`src/lvds_map_pkg.sv`:
```
// Constants for the seven-to-one display link receiver
// Operation
// - Each lane carries seven bits per link period; receiver restores seven per lane.
// - Receiver samples bit n mid-slot, at (n plus half) times period over seven.
// - Stream position k lands on output k; lane three carries low colour bits.
// - High-bit arrangement moves colour 0-5 to lanes 0-2, 6-7 to lane three.
// - 18-bit use takes the low-bit arrangement, lane three unconnected.
// - 18-bit use keeps upper six colour bits, drops the lowest two.
// - Four lanes give 28 outputs, three lanes give 21 outputs.
// - Low-bit arrangement: lane zero red 2-7, green 2; lane one green/blue.
package lvds_map_pkg;

	// =====================================================================
	// Link framing
	localparam int SLOTS = 7;
	localparam int MAX_LANES = 4;
	localparam int WORD_W = 28;
	localparam int LAST_SLOT = 6;
	localparam int CLK_PERIOD_NS = 25;

	// =====================================================================
	// Output position of each serial slot, index is lane*7 + slot
	localparam logic [WORD_W-1:0][4:0] SLOT_POS = {
		5'h17, 5'h11, 5'h10, 5'h0b, 5'h0a, 5'h05, 5'h1b,
		5'h1a, 5'h19, 5'h18, 5'h16, 5'h15, 5'h14, 5'h13,
		5'h12, 5'h0f, 5'h0e, 5'h0d, 5'h0c, 5'h09, 5'h08,
		5'h07, 5'h06, 5'h04, 5'h03, 5'h02, 5'h01, 5'h00};

	// =====================================================================
	// Colour bit sources, entry 7 is the colour MSB
	localparam logic [7:0][4:0] RED_LO = {
		5'h06, 5'h04, 5'h03, 5'h02, 5'h01, 5'h00, 5'h05, 5'h1b};
	localparam logic [7:0][4:0] GREEN_LO = {
		5'h0e, 5'h0d, 5'h0c, 5'h09, 5'h08, 5'h07, 5'h0b, 5'h0a};
	localparam logic [7:0][4:0] BLUE_LO = {
		5'h16, 5'h15, 5'h14, 5'h13, 5'h12, 5'h0f, 5'h11, 5'h10};
	localparam logic [7:0][4:0] RED_HI = {
		5'h05, 5'h1b, 5'h06, 5'h04, 5'h03, 5'h02, 5'h01, 5'h00};
	localparam logic [7:0][4:0] GREEN_HI = {
		5'h0b, 5'h0a, 5'h0e, 5'h0d, 5'h0c, 5'h09, 5'h08, 5'h07};
	localparam logic [7:0][4:0] BLUE_HI = {
		5'h11, 5'h10, 5'h16, 5'h15, 5'h14, 5'h13, 5'h12, 5'h0f};

	// =====================================================================
	// Control positions
	localparam int POS_HSYNC = 24;
	localparam int POS_VSYNC = 25;
	localparam int POS_VALID = 26;
	localparam int POS_SPARE = 23;
	localparam int DROP_BITS = 2;

	// =====================================================================
	// Modes and capture states
	typedef enum logic {
		MAP_LSB_ON_LANE3 = 1'b0,
		MAP_MSB_ON_LANE3 = 1'b1
	} map_mode_t;

	typedef enum logic {
		ST_WAIT = 1'b0,
		ST_CAPTURE = 1'b1
	} capture_state_t;

endpackage : lvds_map_pkg

```
`src/lane_capture.sv`:
```
// One lane's seven-slot capture register
`timescale 1ns/1ps
module lane_capture (
	// Clock and reset
	input wire logic ref_clk,
	input wire logic resetn,
	// Sample request
	input wire logic take,
	input wire logic [2:0] slot,
	input wire logic lane_bit,
	// Captured period
	output logic [lvds_map_pkg::SLOTS-1:0] captured
);

	typedef struct packed {
		logic [lvds_map_pkg::SLOTS-1:0] bits;
	} lane_state_t;

	lane_state_t s_r;
	lane_state_t s_nxt;

	// =====================================================================
	// Slot write: each strobe fills exactly one of the seven bits
	always_comb
	begin
		s_nxt = s_r;
		if (take)
		begin
			s_nxt.bits[slot] = lane_bit;
		end
	end

	// Register the state
	always_ff @(posedge ref_clk)
	begin
		if (!resetn)
		begin
			s_r <= '0;
		end
		else
		begin
			s_r <= s_nxt;
		end
	end

	assign captured = s_r.bits;

endmodule : lane_capture

```
`src/lvds_rgb_deser.sv`:
```
// Seven-to-one display link receiver with RGB bit mapping
`timescale 1ns/1ps
module lvds_rgb_deser #(
	parameter int LANES = 4,
	parameter int OVERSAMPLE = 4
) (
	// Clock and reset
	input wire logic ref_clk,
	input wire logic resetn,
	// Link pins
	input wire logic link_clk,
	input wire logic [LANES-1:0] serial_lane,
	// Configuration straps
	input wire logic map_msb_on_lane3,
	input wire logic bpp18,
	// Raw parallel word
	output logic [lvds_map_pkg::WORD_W-1:0] parallel_out_bit,
	output logic word_strobe,
	// Decoded pixel
	output logic [7:0] red,
	output logic [7:0] green,
	output logic [7:0] blue,
	output logic hsync,
	output logic vsync,
	output logic pixel_valid,
	output logic spare_bit
);

	localparam int PH_W = $clog2(OVERSAMPLE);
	localparam int PIN_W = LANES + 3;
	localparam int LANE_BITS = lvds_map_pkg::SLOTS * LANES;
	localparam logic [PH_W-1:0] MID_PHASE = PH_W'(OVERSAMPLE / 2);
	localparam logic [PH_W-1:0] END_PHASE = PH_W'(OVERSAMPLE - 1);
	localparam logic [2:0] LAST = 3'(lvds_map_pkg::LAST_SLOT);

	// Only three or four lanes and a slot of at least two ticks are served
	if (LANES < 3 || LANES > lvds_map_pkg::MAX_LANES)
	begin : g_bad_lanes
		$error("LANES must be 3 or 4");
	end
	if (OVERSAMPLE < 2)
	begin : g_bad_oversample
		$error("OVERSAMPLE must be at least 2");
	end

	typedef struct packed {
		logic [PIN_W-1:0] pin_s1;
		logic [PIN_W-1:0] pin_s2;
		logic [PIN_W-1:0] pin_s3;
		logic [PIN_W-1:0] pin_filt;
		lvds_map_pkg::capture_state_t st;
		logic [PH_W-1:0] phase;
		logic [2:0] slot;
		logic load;
		logic [lvds_map_pkg::WORD_W-1:0] word;
		logic [7:0] red;
		logic [7:0] green;
		logic [7:0] blue;
		logic hsync;
		logic vsync;
		logic pixel_valid;
		logic spare_bit;
		logic word_strobe;
	} deser_state_t;

	deser_state_t s_r;
	deser_state_t s_nxt;
	logic [LANE_BITS-1:0] cap_flat;
	logic take;

	// =====================================================================
	// Per-lane capture registers
	assign take = (s_r.st == lvds_map_pkg::ST_CAPTURE) &&
		(s_r.phase == MID_PHASE);

	genvar gl;
	generate
		for (gl = 0; gl < LANES; gl++)
		begin : g_lane
			lane_capture u_lane (
				.ref_clk(ref_clk),
				.resetn(resetn),
				.take(take),
				.slot(s_r.slot),
				.lane_bit(s_r.pin_filt[gl]),
				.captured(cap_flat[gl*lvds_map_pkg::SLOTS +:
					lvds_map_pkg::SLOTS])
			);
		end
	endgenerate

	// =====================================================================
	// Next-state logic
	// Slot timing is derived from the sampled link clock; the link must run
	// at ref_clk / (7 * OVERSAMPLE) for the mid-slot strobe to land right.
	always_comb
	begin
		logic clk_rise;
		logic is_18;
		logic use_msb;
		logic [lvds_map_pkg::WORD_W-1:0] w;
		clk_rise = 1'b0;
		is_18 = 1'b0;
		use_msb = 1'b0;
		w = '0;
		s_nxt = s_r;
		s_nxt.load = 1'b0;
		s_nxt.word_strobe = 1'b0;

		// Three-stage pin sampling; a change counts when stages two and
		// three agree, which rejects a single metastable sample
		s_nxt.pin_s1 = {bpp18, map_msb_on_lane3, link_clk, serial_lane};
		s_nxt.pin_s2 = s_r.pin_s1;
		s_nxt.pin_s3 = s_r.pin_s2;
		for (int i = 0; i < PIN_W; i++)
		begin
			if (s_r.pin_s2[i] == s_r.pin_s3[i])
				s_nxt.pin_filt[i] = s_r.pin_s3[i];
		end
		clk_rise = s_nxt.pin_filt[LANES] && !s_r.pin_filt[LANES];

		// Slot sequencer: a rising link clock opens seven slots
		case (s_r.st)
			lvds_map_pkg::ST_WAIT:
			begin
				if (clk_rise)
				begin
					s_nxt.st = lvds_map_pkg::ST_CAPTURE;
					s_nxt.phase = '0;
					s_nxt.slot = '0;
				end
			end
			lvds_map_pkg::ST_CAPTURE:
			begin
				s_nxt.phase = s_r.phase + 1'b1;
				if (s_r.phase == END_PHASE)
				begin
					s_nxt.phase = '0;
					s_nxt.slot = s_r.slot + 3'h1;
				end
				if (take && s_r.slot == LAST)
				begin
					s_nxt.st = lvds_map_pkg::ST_WAIT;
					s_nxt.load = 1'b1;
				end
			end
			default:
			begin
				s_nxt.st = lvds_map_pkg::ST_WAIT;
			end
		endcase

		// Scatter each lane slot onto its stream position
		for (int k = 0; k < LANE_BITS; k++)
		begin
			w[lvds_map_pkg::SLOT_POS[k]] = cap_flat[k];
		end

		// 18-bit use forces the low-bit arrangement
		is_18 = s_r.pin_filt[LANES+2] || (LANES == 3);
		use_msb = s_r.pin_filt[LANES+1] && !is_18;

		// All outputs change together, once per completed period
		if (s_r.load)
		begin
			s_nxt.word = w;
			s_nxt.word_strobe = 1'b1;
			for (int b = 0; b < 8; b++)
			begin
				if (use_msb)
				begin
					s_nxt.red[b] = w[lvds_map_pkg::RED_HI[b]];
					s_nxt.green[b] = w[lvds_map_pkg::GREEN_HI[b]];
					s_nxt.blue[b] = w[lvds_map_pkg::BLUE_HI[b]];
				end
				else
				begin
					s_nxt.red[b] = w[lvds_map_pkg::RED_LO[b]];
					s_nxt.green[b] = w[lvds_map_pkg::GREEN_LO[b]];
					s_nxt.blue[b] = w[lvds_map_pkg::BLUE_LO[b]];
				end
				if (is_18 && b < lvds_map_pkg::DROP_BITS)
				begin
					s_nxt.red[b] = 1'b0;
					s_nxt.green[b] = 1'b0;
					s_nxt.blue[b] = 1'b0;
				end
			end
			// Control bits sit at the same place in both arrangements
			s_nxt.hsync = w[lvds_map_pkg::POS_HSYNC];
			s_nxt.vsync = w[lvds_map_pkg::POS_VSYNC];
			s_nxt.pixel_valid = w[lvds_map_pkg::POS_VALID];
			s_nxt.spare_bit = w[lvds_map_pkg::POS_SPARE];
		end
	end

	// =====================================================================
	// State register
	always_ff @(posedge ref_clk)
	begin
		if (!resetn)
		begin
			s_r <= '0;
		end
		else
		begin
			s_r <= s_nxt;
		end
	end

	// =====================================================================
	// Outputs, all straight from flip-flops
	// Three-lane builds leave lane-three positions at zero: 21 live bits
	assign parallel_out_bit = s_r.word;
	assign word_strobe = s_r.word_strobe;
	assign red = s_r.red;
	assign green = s_r.green;
	assign blue = s_r.blue;
	assign hsync = s_r.hsync;
	assign vsync = s_r.vsync;
	assign pixel_valid = s_r.pixel_valid;
	assign spare_bit = s_r.spare_bit;

endmodule : lvds_rgb_deser

```
`config.mk`:
```
export PLATFORM = sky130hd
export DESIGN_NAME = lvds_rgb_deser
export DESIGN_NICKNAME = d
export VERILOG_FILES = /design/src/lvds_map_pkg.sv /design/src/lane_capture.sv /design/src/lvds_rgb_deser.sv
export SDC_FILE = /design/constraint.sdc
export NUM_CORES = 1
export LEC_CHECK = 0
export ABC_AREA = 1
export BUFFER_PORTS_ARGS = -buffer_cell sky130_fd_sc_hd__buf_2
export CAP_MARGIN = 5
export CORE_MARGIN = 2
export CORE_UTILIZATION = 28
export CTS_CLUSTER_DIAMETER = 150
export DETAILED_ROUTE_END_ITERATION = 8
export MAX_ROUTING_LAYER = met4
export PLACE_DENSITY = 0.52
export SYNTH_ARGS = -nofsm -noshare
export SYNTH_HDL_FRONTEND = slang
export SYNTH_SLANG_ARGS = --single-unit
```
`constraint.sdc`:
```
create_clock -name ref_clk -period 1.56 [get_ports ref_clk]
set_input_delay 0.312 -clock ref_clk [delete_from_list [all_inputs] [get_ports ref_clk]]
set_output_delay 0.312 -clock ref_clk [all_outputs]
set_load 0.1 [all_outputs]
```
==> results of run 1 <==
## flip-flops by register name, indices dropped and copies added, names as in the netlist
signal                  count
word_strobe                 1
s_r                        21
red                         8
s_nxt                      14
green                       8
parallel_out_bit           28
g_lane.u_lane.captured     28
blue                        8
## area by class of cell
cell class              count  area, sq um
clock buffers              25          485
clock inverters             5         75.1
fillers                  1744        11000
inverters                  55          211
multi-input cells         346         1600
flip-flops and latches    116         2330
well taps                 220          275
repair buffers             73          423
## power by group through the flow
stage                     Clock [W]  Combinational [W]  Sequential, W
after global routing        0.00393           0.000128        0.00300
after global placement            0           0.000111        0.00306
after CTS                   0.00375           0.000112        0.00300
final                       0.00366           0.000111        0.00300
after floorplan                   0          0.0000734        0.00306
after detailed placement          0           0.000112        0.00306
## worst min-delay path by stage
stage / endpoint / cells after the start / from
floorplan: s_nxt[71]$_SDFF_PN0_ / 2 / s_nxt[78]$_SDFF_PN0_
global placement: s_nxt[71]$_SDFF_PN0_ / 2 / s_nxt[78]$_SDFF_PN0_
detailed placement: s_nxt[75]$_SDFF_PN0_ / 2 / s_nxt[82]$_SDFF_PN0_
CTS: s_nxt[80]$_SDFF_PN0_ / 3 / serial_lane[2]
global route: s_nxt[79]$_SDFF_PN0_ / 3 / serial_lane[1]
finish: s_nxt[80]$_SDFF_PN0_ / 3 / serial_lane[2]
## metal layers
layer	share of wire (%)	track usage, %	routed length, um
met2	45	19.5	4660
met5	0	-	0
met4	2.1	5.08	221
met3	4.7	4.29	491
met1	48	15.5	4980
## logic make-up after synthesis
group,Yosys count,synth area share [%]
simple gates,210,18.3
buf+inv,133,15.9
compound gates,132,14.9
flops,116,49.8
fa+ha+maj,4,1.07
## synth_stat cells (all sizes together)
master / count
dfxtp: 116
nor2: 106
nand2: 91
o21ai: 83
buf: 68
inv: 50
a21oi: 29
a31oi: 18
clkbuf: 10
nand3: 7
clkinv: 5
ha: 4
or2: 3
nor3: 2
o211ai: 2
nand4: 1
## cell usage in the layout (no fill, tap or decap)
master / Yosys / routed
nand4_1: 1 / 1
buf_4: 52 / 5
or2_2: 3 / 3
nor2_1: 103 / 103
clkinv_2: 0 / 3
nor3_1: 2 / 2
clkinv_1: 5 / 5
a31oi_1: 18 / 18
nand2_2: 2 / 2
nand3_2: 2 / 2
dfxtp_1: 116 / 111
a21oi_2: 2 / 2
buf_2: 13 / 65
buf_12: 0 / 3
dfxtp_2: 0 / 5
o211ai_1: 2 / 2
nand3_1: 5 / 5
bufinv_16: 0 / 2
nand2_4: 1 / 1
nor2_2: 2 / 2
clkbuf_8: 0 / 3
nand2_1: 88 / 88
o21ai_0: 83 / 83
clkbuf_1: 8 / 5
ha_1: 4 / 4
inv_1: 47 / 47
a21oi_1: 27 / 27
clkbuf_16: 0 / 17
inv_4: 2 / 2
inv_2: 1 / 1
nor2_8: 1 / 1
## per-stage QoR
| stage | setup WS, ps | power, W |
|---|---|---|
| 2_1_floorplan | 219 | 0.00313 |
| 3_3_place_gp | 222 | 0.00317 |
| 3_5_place_dp | 165 | 0.00317 |
| 4_1_cts | 45.9 | 0.00686 |
| 5_1_grt | 9.46 | 0.00706 |
| 6_report | 69.4 | 0.00677 |
==> run_results.csv, run 1 <==
group,metric,value,unit
run_status,outcome,"finished, final reports clean",
place,place.gp.congestion,0.861,
clocking,post_cts_buffers,0,
clocking,cts_hold_buffers,0,
drt,routed_wl,10.4,mm
clocking,worst_skew_pair.late_latency,400,ps
clocking,cts.sinks,116,
global_route,antenna_found_initial,0,
place,place_hpwl,7.21,mm
sta,period_needed,1490,ps
sta,hold_ws,91.0,ps
finish,drive_above_1_share,19.2,%
finish,finalNonFillerCells,840,
worst_setup_path,crit_chain,"buf_2",
clocking,clock_path_buffers,2,
finish,fin_nets,622,
drt,wl_per_cell,12.3,um
synth,synth_cells,595,
worst_setup_path,cp_slowest_stage_delay,430,ps
worst_setup_path,cp_num_cells,1,
finish,final_area,5400,sq um
sta,hold_viol,0,
worst_setup_path,crit_start,"red[6]$_SDFFE_PN0P_",
clocking,cts-htree-levels,4,
worst_hold_path,min_path_type,"in2reg",
synth,syn_nets,608,
place,place_area,4840,sq um
drt,first_pass_iters,4,
sta,final_max_slew_viol_count,0,
worst_setup_path,rr_worst_depth,8,
drt,viasPerCell,4.27,
synth,synth-seq-cells,116,
synth,seq_area_frac_synth,49.8,%
synth,synth.top_cell.area_share,49.8,%
die,fp.dieH,133,um
finish,insertedDiodeCount,0,
global_route,grt_pass1_wl,17.2,mm
power,p_int,0.00548,W
clocking,cts_buffers,17,
place,dpl.cell_count,810,
global_route,grt_pass1_vias,3441,
power,p_seq_share,44.3,%
power,p_per_area,1250,nW/um^2
sta,relSlewSlack,67.0,%
drt,vias,3584,
synth,synth_warnings,0,
global_route,grt_max_degree,69,
die,die_area,17700,sq um
worst_setup_path,cp.required,1250,ps
clocking,cts_resized,0,
power,pwr-share-comb,1.6,%
drt,drc,0,
sta,setup_viol,0,
worst_setup_path,cp_num_buf_inv,1,
worst_setup_path,ff2ff_setup_slack,160,ps
synth,synth_area_per_cell,7.84,sq um
worst_setup_path,crit_end,"red[6]",
die,die_w,133,um
global_route,grtUsageTotal,12.8,%
synth,synth.top_cells.by_area,"dfxtp_1, o21ai_0, buf_4",
drt,drt-initial-drc-count,173,
power,switchingPower,0.00129,W
die,coreArea,16400,sq um
power,p_leak,2.44,nW
die,initial_core_util,28.4,%
die,io_pins,66,
synth,yosysTopAreaCell,"dfxtp_1",
worst_setup_path,cp.arrival,1180,ps
place,port_buffers,65,
sta,max_freq,671,MHz
worst_setup_path,reg2reg_to,"g_lane[3].u_lane.captured[2]$_SDFFE_PN0P_",
clocking,clk_pin_slew,50,ps
global_route,overflow,0,
sta,fin_crit_sh,95.6,%
power,p_clk_share,54.0,%
clocking,cts_tree,"done",
sta,worst_pin_slew,498,ps
clocking,root_buffer,"clkbuf_16",
power,switching_share,19.1,%
sta,final.setup.tns,0,ps
finish,fin_util,32.9,%
worst_setup_path,worstPathMaxFanout,2,
synth,netlist_area,4660,sq um
worst_setup_path,cp_top_family,"buffers and inverters",
worst_setup_path,r2r-start,"s_r[61]$_SDFFE_PN0P_",
worst_setup_path,cp-end-kind,"primary output",
sta,clock-skew-final,8.96,ps
die,rows,47,
synth,ys_types,27,
finish,syn_to_final_growth,15.8,%
power,peakVddDrop,0.000845,V
drt,ant_nets,0,
sta,rsz0062_at_grt,"false",
worst_setup_path,worstSetupPathType,"reg2out",
job,drv_cap,0,
worst_setup_path,start_kind,"flip-flop",
worst_setup_path,slowest_stage,"buf_2",
No activity file was read; power rests on OpenSTA's default activity.
==> run 2: changes to the inputs <==
--- a/config.mk
+++ b/config.mk
@@ -13,7 +13,7 @@
 export CTS_CLUSTER_DIAMETER = 150
 export DETAILED_ROUTE_END_ITERATION = 8
 export MAX_ROUTING_LAYER = met4
-export PLACE_DENSITY = 0.52
+export PLACE_DENSITY_LB_ADDON = 0.3
 export SYNTH_ARGS = -nofsm -noshare
 export SYNTH_HDL_FRONTEND = slang
 export SYNTH_SLANG_ARGS = --single-unit
==> run 2 against run 1 <==
  * Cell area barely moved
  * Utilization hardly changed
  * Clock skew rose by 0.79 ps
  * Non-clock buffer count unchanged
  * Combinational power down 7%
  * Hold slack got worse by 6.9 ps
  * Register-to-register slack improved by 20 ps
  * Total power increased by 1.1%
  * Routed wire length down 1.1%
  * Critical path type unchanged
  * Critical endpoint is now blue[7]
  * Largest power group unchanged
==> run_results.csv, run 2 (synthesis results as in run 1) <==
group,metric,value,unit
clocking,clock_path_buffers,2,
place,port_buffers,65,
sta,hold_viol,0,
worst_setup_path,start_kind,"flip-flop",
power,p_per_area,1270,nW/um^2
die,io_pins,66,
drt,vias,3537,
drt,drt-initial-drc-count,185,
worst_setup_path,worstPathMaxFanout,2,
worst_setup_path,cp-end-kind,"primary output",
global_route,grt_pass1_vias,3216,
finish,fin_util,32.9,%
clocking,cts_tree,"done",
finish,drive_above_1_share,20.6,%
power,peakVddDrop,0.000780,V
worst_hold_path,min_path_type,"in2reg",
sta,max_freq,659,MHz
drt,wl_met3,503,um
job,drv_cap,0,
sta,period_needed,1520,ps
sta,final_max_slew_viol_count,0,
clocking,cts.sinks,116,
finish,final_cell_mix,"dfxtp_1, nor2_1, nand2_1",
sta,relSlewSlack,64.8,%
die,fp.dieH,133,um
power,p_leak,2.45,nW
die,die_area,17700,sq um
worst_setup_path,cp_slowest_stage_delay,440,ps
sta,clock-skew-final,9.76,ps
finish,final_common_cell,"dfxtp_1",
drt,met2WireLength,4.71,mm
clocking,post_cts_buffers,0,
finish,insertedDiodeCount,0,
drt,routed_wl,10.2,mm
drt,viasPerCell,4.21,
sta,worst_pin_slew,527,ps
clocking,cts_buffers,17,
drt,first_pass_iters,6,
drt,wl_met1,4.92,mm
drt,drc,0,
sta,setup_viol,0,
clocking,cts-htree-levels,4,
worst_setup_path,slowest_stage,"buf_2",
sta,fin_crit_sh,97.2,%
sta,rsz0062_at_grt,"false",
die,rows,47,
clocking,cts_hold_buffers,0,
die,coreArea,16400,sq um
worst_setup_path,cp.required,1250,ps
place,place.gp.congestion,0.785,
worst_setup_path,worstSetupPathType,"reg2out",
worst_setup_path,cp_num_buf_inv,1,
global_route,grtUsageTotal,12.7,%
drt,ant_nets,0,
clocking,worst_skew_pair.late_latency,410,ps
worst_setup_path,cp_top_family,"buffers and inverters",
finish,syn_to_final_growth,15.8,%
global_route,overflow,0,
clocking,clk_pin_slew,50,ps
clocking,cts_resized,0,
run_status,outcome,"finished, final reports clean",
drt,routed.top_layer,"met4",
die,initial_core_util,28.4,%
place,place_hpwl,7.07,mm
worst_setup_path,cp.arrival,1200,ps
clocking,root_buffer,"clkbuf_16",
die,die_w,133,um
global_route,grt_max_degree,59,
global_route,antenna_found_initial,0,
global_route,grt_pass1_wl,16.9,mm
drt,wl_per_cell,12.2,um
finish,fin_nets,622,
worst_setup_path,crit_chain,"buf_2",
sta,final.setup.tns,0,ps
run 2: cell types whose count changed in the layout (fill, tap and decap cells not counted), sizes merged:
| cell | before | now |
|---|---|---|
| bufinv | 2 | 1 |
| clkinvlp | 0 | 2 |
| inv | 50 | 53 |
| buf | 73 | 72 |
| clkbuf | 25 | 24 |
| clkinv | 8 | 7 |
run 2: layout make-up:
cell class	count	area (sq um)
sequential	116	2330
fill	1746	11000
timing repair buffer	73	400
multi-input combinational	346	1600
clock buffer	23	508
tap	220	275
clock inverter	8	73.8
inverter	55	211
run 2: report_power, final:
part | internal, W | leakage [nW] | total (W) | switching (W)
logic | 0.0000345 | 1.23 | 0.000103 | 0.0000685
clock network | 0.00242 | 0.287 | 0.00375 | 0.00132
registers | 0.00299 | 0.940 | 0.00300 | 0.0000106
total | 0.00545 | 2.45 | 0.00685 | 0.00140
run 2: worst paths after layout:
path | start | end | slack (ps) | cells after the start
worst max-delay path | blue[7]$_SDFFE_PN0P_ | blue[7] | 40 | 1
worst min-delay path | serial_lane[3] | s_nxt[81]$_SDFF_PN0_ | 80 | 3
worst max register to register | s_r[61]$_SDFFE_PN0P_ | g_lane[3].u_lane.captured[1]$_SDFFE_PN0P_ | 180 | 8
worst min register to register | s_nxt[80]$_SDFF_PN0_ | s_nxt[73]$_SDFF_PN0_ | 410 | 2
run 2: routing by layer:
metal  track usage, %  up-vias
met2             19.1       71
met5                -        -
met4             6.15        0
met3             3.37       10
met1             15.8     1572
li1                 -     1884
run 2: stage by stage:
| stage | setup WS (ps) | hold WS (ps) | power (W) | cells | area (sq um) |
|---|---|---|---|---|---|
| after floorplan | 219 | 390 | 0.00313 | 595 | 4670 |
| after global placement | 229 | 394 | 0.00317 | 810 | 4810 |
| after detailed placement | 173 | 397 | 0.00317 | 810 | 4810 |
| after CTS | 31.0 | 61.9 | 0.00694 | 841 | 5390 |
| after global routing | 4.13 | 82.7 | 0.00709 | 841 | 5400 |
| final | 43.4 | 84.1 | 0.00685 | 841 | 5400 |
==> run 3: changes to the inputs <==
--- a/config.mk
+++ b/config.mk
@@ -9,7 +9,7 @@
 export BUFFER_PORTS_ARGS = -buffer_cell sky130_fd_sc_hd__buf_2
 export CAP_MARGIN = 5
 export CORE_MARGIN = 2
-export CORE_UTILIZATION = 28
+export CORE_UTILIZATION = 57
 export CTS_CLUSTER_DIAMETER = 150
 export DETAILED_ROUTE_END_ITERATION = 8
 export MAX_ROUTING_LAYER = met4
==> run 3 against run 2 <==
  * The run now ends with negative setup slack left
  * Register-to-register slack got worse by 70 ps
  * Clock skew decreased by 2.6 ps
  * Global-route usage increased by 12 points
  * Cell area increased by 3.2%
  * Combinational power increased by 16%
  * Routed wire length decreased by 0.70%
  * Flip-flop and latch count unchanged
  * Critical path depth unchanged
  * Sequential share of layout area decreased by 1.3 points
  * Via count increased by 8.0%
  * Worst setup slack got worse by 59 ps
  * Count of clock-buffer cells in the layout decreased by 4
  * Critical path type unchanged
  * Critical endpoint is now spare_bit
  * Highest routed layer unchanged
==> run_results.csv, run 3 (synthesis results as in run 1) <==
group,metric,value,unit
run_status,outcome,"finished with violations",
run_status,failed_checks,"negative setup slack",
finish,final_common_cell,"dfxtp_1",
place,port_buffers,65,
finish,final_cell_mix,"dfxtp_1, nor2_1, nand2_1",
finish,insertedDiodeCount,0,
worst_setup_path,start_kind,"flip-flop",
die,die_area,8920,sq um
sta,final_max_slew_viol_count,0,
global_route,grtUsageTotal,25.0,%
power,p_per_area,1360,nW/um^2
global_route,overflow,0,
sta,hold_viol,0,
sta,rsz0062_at_grt,"true",
place,place.gp.congestion,0.869,
sta,relSlewSlack,67.9,%
clocking,clk_pin_slew,60,ps
sta,setup_viol,2,
worst_setup_path,crit_chain,"buf_2",
die,fp.dieH,94.4,um
clocking,clock_path_buffers,2,
worst_setup_path,cp_num_buf_inv,1,
worst_setup_path,cp_slowest_stage_delay,420,ps
power,peakVddDrop,0.000744,V
worst_setup_path,slowest_stage,"buf_2",
finish,fin_nets,628,
die,io_pins,66,
die,die_w,94.4,um
place,place_hpwl,6.40,mm
drt,vias,3819,
drt,drt-initial-drc-count,215,
worst_setup_path,cp-end-kind,"primary output",
drt,routed_wl,10.2,mm
worst_hold_path,min_path_type,"in2reg",
global_route,grt_max_degree,56,
finish,drive_above_1_share,20.4,%
die,rows,32,
worst_setup_path,worstSetupPathType,"reg2out",
worst_setup_path,worstPathMaxFanout,3,
sta,clock-skew-final,7.20,ps
power,finalPower,0.00758,W
drt,viasPerCell,5.23,
worst_setup_path,cp_top_family,"buffers and inverters",
finish,final_area,5570,sq um
die,initial_core_util,59.7,%
sta,hold_ws,226,ps
drt,wl_per_cell,13.9,um
sta,final.setup.tns,-31.3,ps
sta,max_freq,635,MHz
clocking,cts-htree-levels,4,
sta,fin_ws,-15.8,ps
place,dp_slack,153,ps
clocking,cts_tree,"done",
global_route,antenna_found_initial,0,
sta,worst_pin_slew,480,ps
clocking,worst_skew_pair.late_latency,510,ps
clocking,cts_buffers,17,
clocking,root_buffer,"clkbuf_8",
worst_setup_path,cp.arrival,1260,ps
global_route,grt_pass1_wl,16.5,mm
die,coreArea,7810,sq um
worst_setup_path,cp.required,1250,ps
power,p_leak,2.51,nW
job,drv_cap,0,
place,place_area,4670,sq um
sta,period_needed,1580,ps
finish,fillers,591,
finish,syn_to_final_growth,19.5,%
drt,first_pass_iters,5,
clocking,cts.sinks,116,
drt,drc,0,
sta,fin_crit_sh,101,%
global_route,grt_pass1_vias,3549,
drt,ant_nets,0,
-- run 3: cell types whose count changed in the layout (fill, tap and decap cells not counted), sizes merged --
cell and change:
bufinv +6, buf -1, dlygate4sd3 +7, clkbuf -4, inv -1
-- run 3: repair_timing --
| action | CTS | global route |
|---|---|---|
| buffers inserted | 0 | 0 |
| gates resized for setup | 54 | 6 |
| hold buffers | 7 | 0 |
| endpoints found under the hold margin | 7 | 0 |
| pin swaps | 0 | 0 |
| endpoints found under the setup margin | 56 | 10 |
-- run 3: through the flow --
step | std cells | utilization, %
2_1_floorplan | 595 | -
3_3_place_gp | 691 | 59.8
3_5_place_dp | 691 | 59.8
4_1_cts | 730 | 71.2
5_1_grt | 730 | 71.3
6_report | 730 | 71.3
-- run 3: tightest hold or removal path, delay by kind of cell --
family	cells	cell delay, ps
buffers and inverters	1	220
AOI/OAI and AO/OA	1	120
and+or+nand+nor	1	40
-- run 3: cell type report --
class | instances | area (sq um) | share of cell area, %
multi-input combinational | 346 | 1610 | 28.8
clock inverter | 13 | 253 | 4.54
clock buffer | 19 | 432 | 7.75
tap | 102 | 128 | 2.29
inverter | 55 | 211 | 3.80
timing repair buffer | 79 | 611 | 11.0
sequential | 116 | 2330 | 41.8
-- run 3: final timing paths --
kind                            slack (ps)                         startpoint  cells past startpoint                                        end
worst min-delay path                   230                             resetn                      3                         s_r[63]$_SDFF_PN0_
worst max-delay path                   -20  parallel_out_bit[23]$_SDFFE_PN0P_                      1                                  spare_bit
worst max register to register         110               s_r[61]$_SDFFE_PN0P_                      7  g_lane[0].u_lane.captured[6]$_SDFFE_PN0P_
worst min register to register         410               s_nxt[78]$_SDFF_PN0_                      2                       s_nxt[71]$_SDFF_PN0_
-- run 3: where the power goes --
part           switching (W)  internal (W)
clock                0.00134       0.00312
sequential         0.0000113       0.00299
combinational      0.0000715     0.0000476
-- run 3: metal layers --
metal  track usage [%]  vias up  share of wire [%]
met5                 -        -                  0
met2              41.4      136                 50
met4              11.1        0                2.3
li1                  -     1888                  -
met3              7.50       19                6.0
met1              27.8     1776                 42
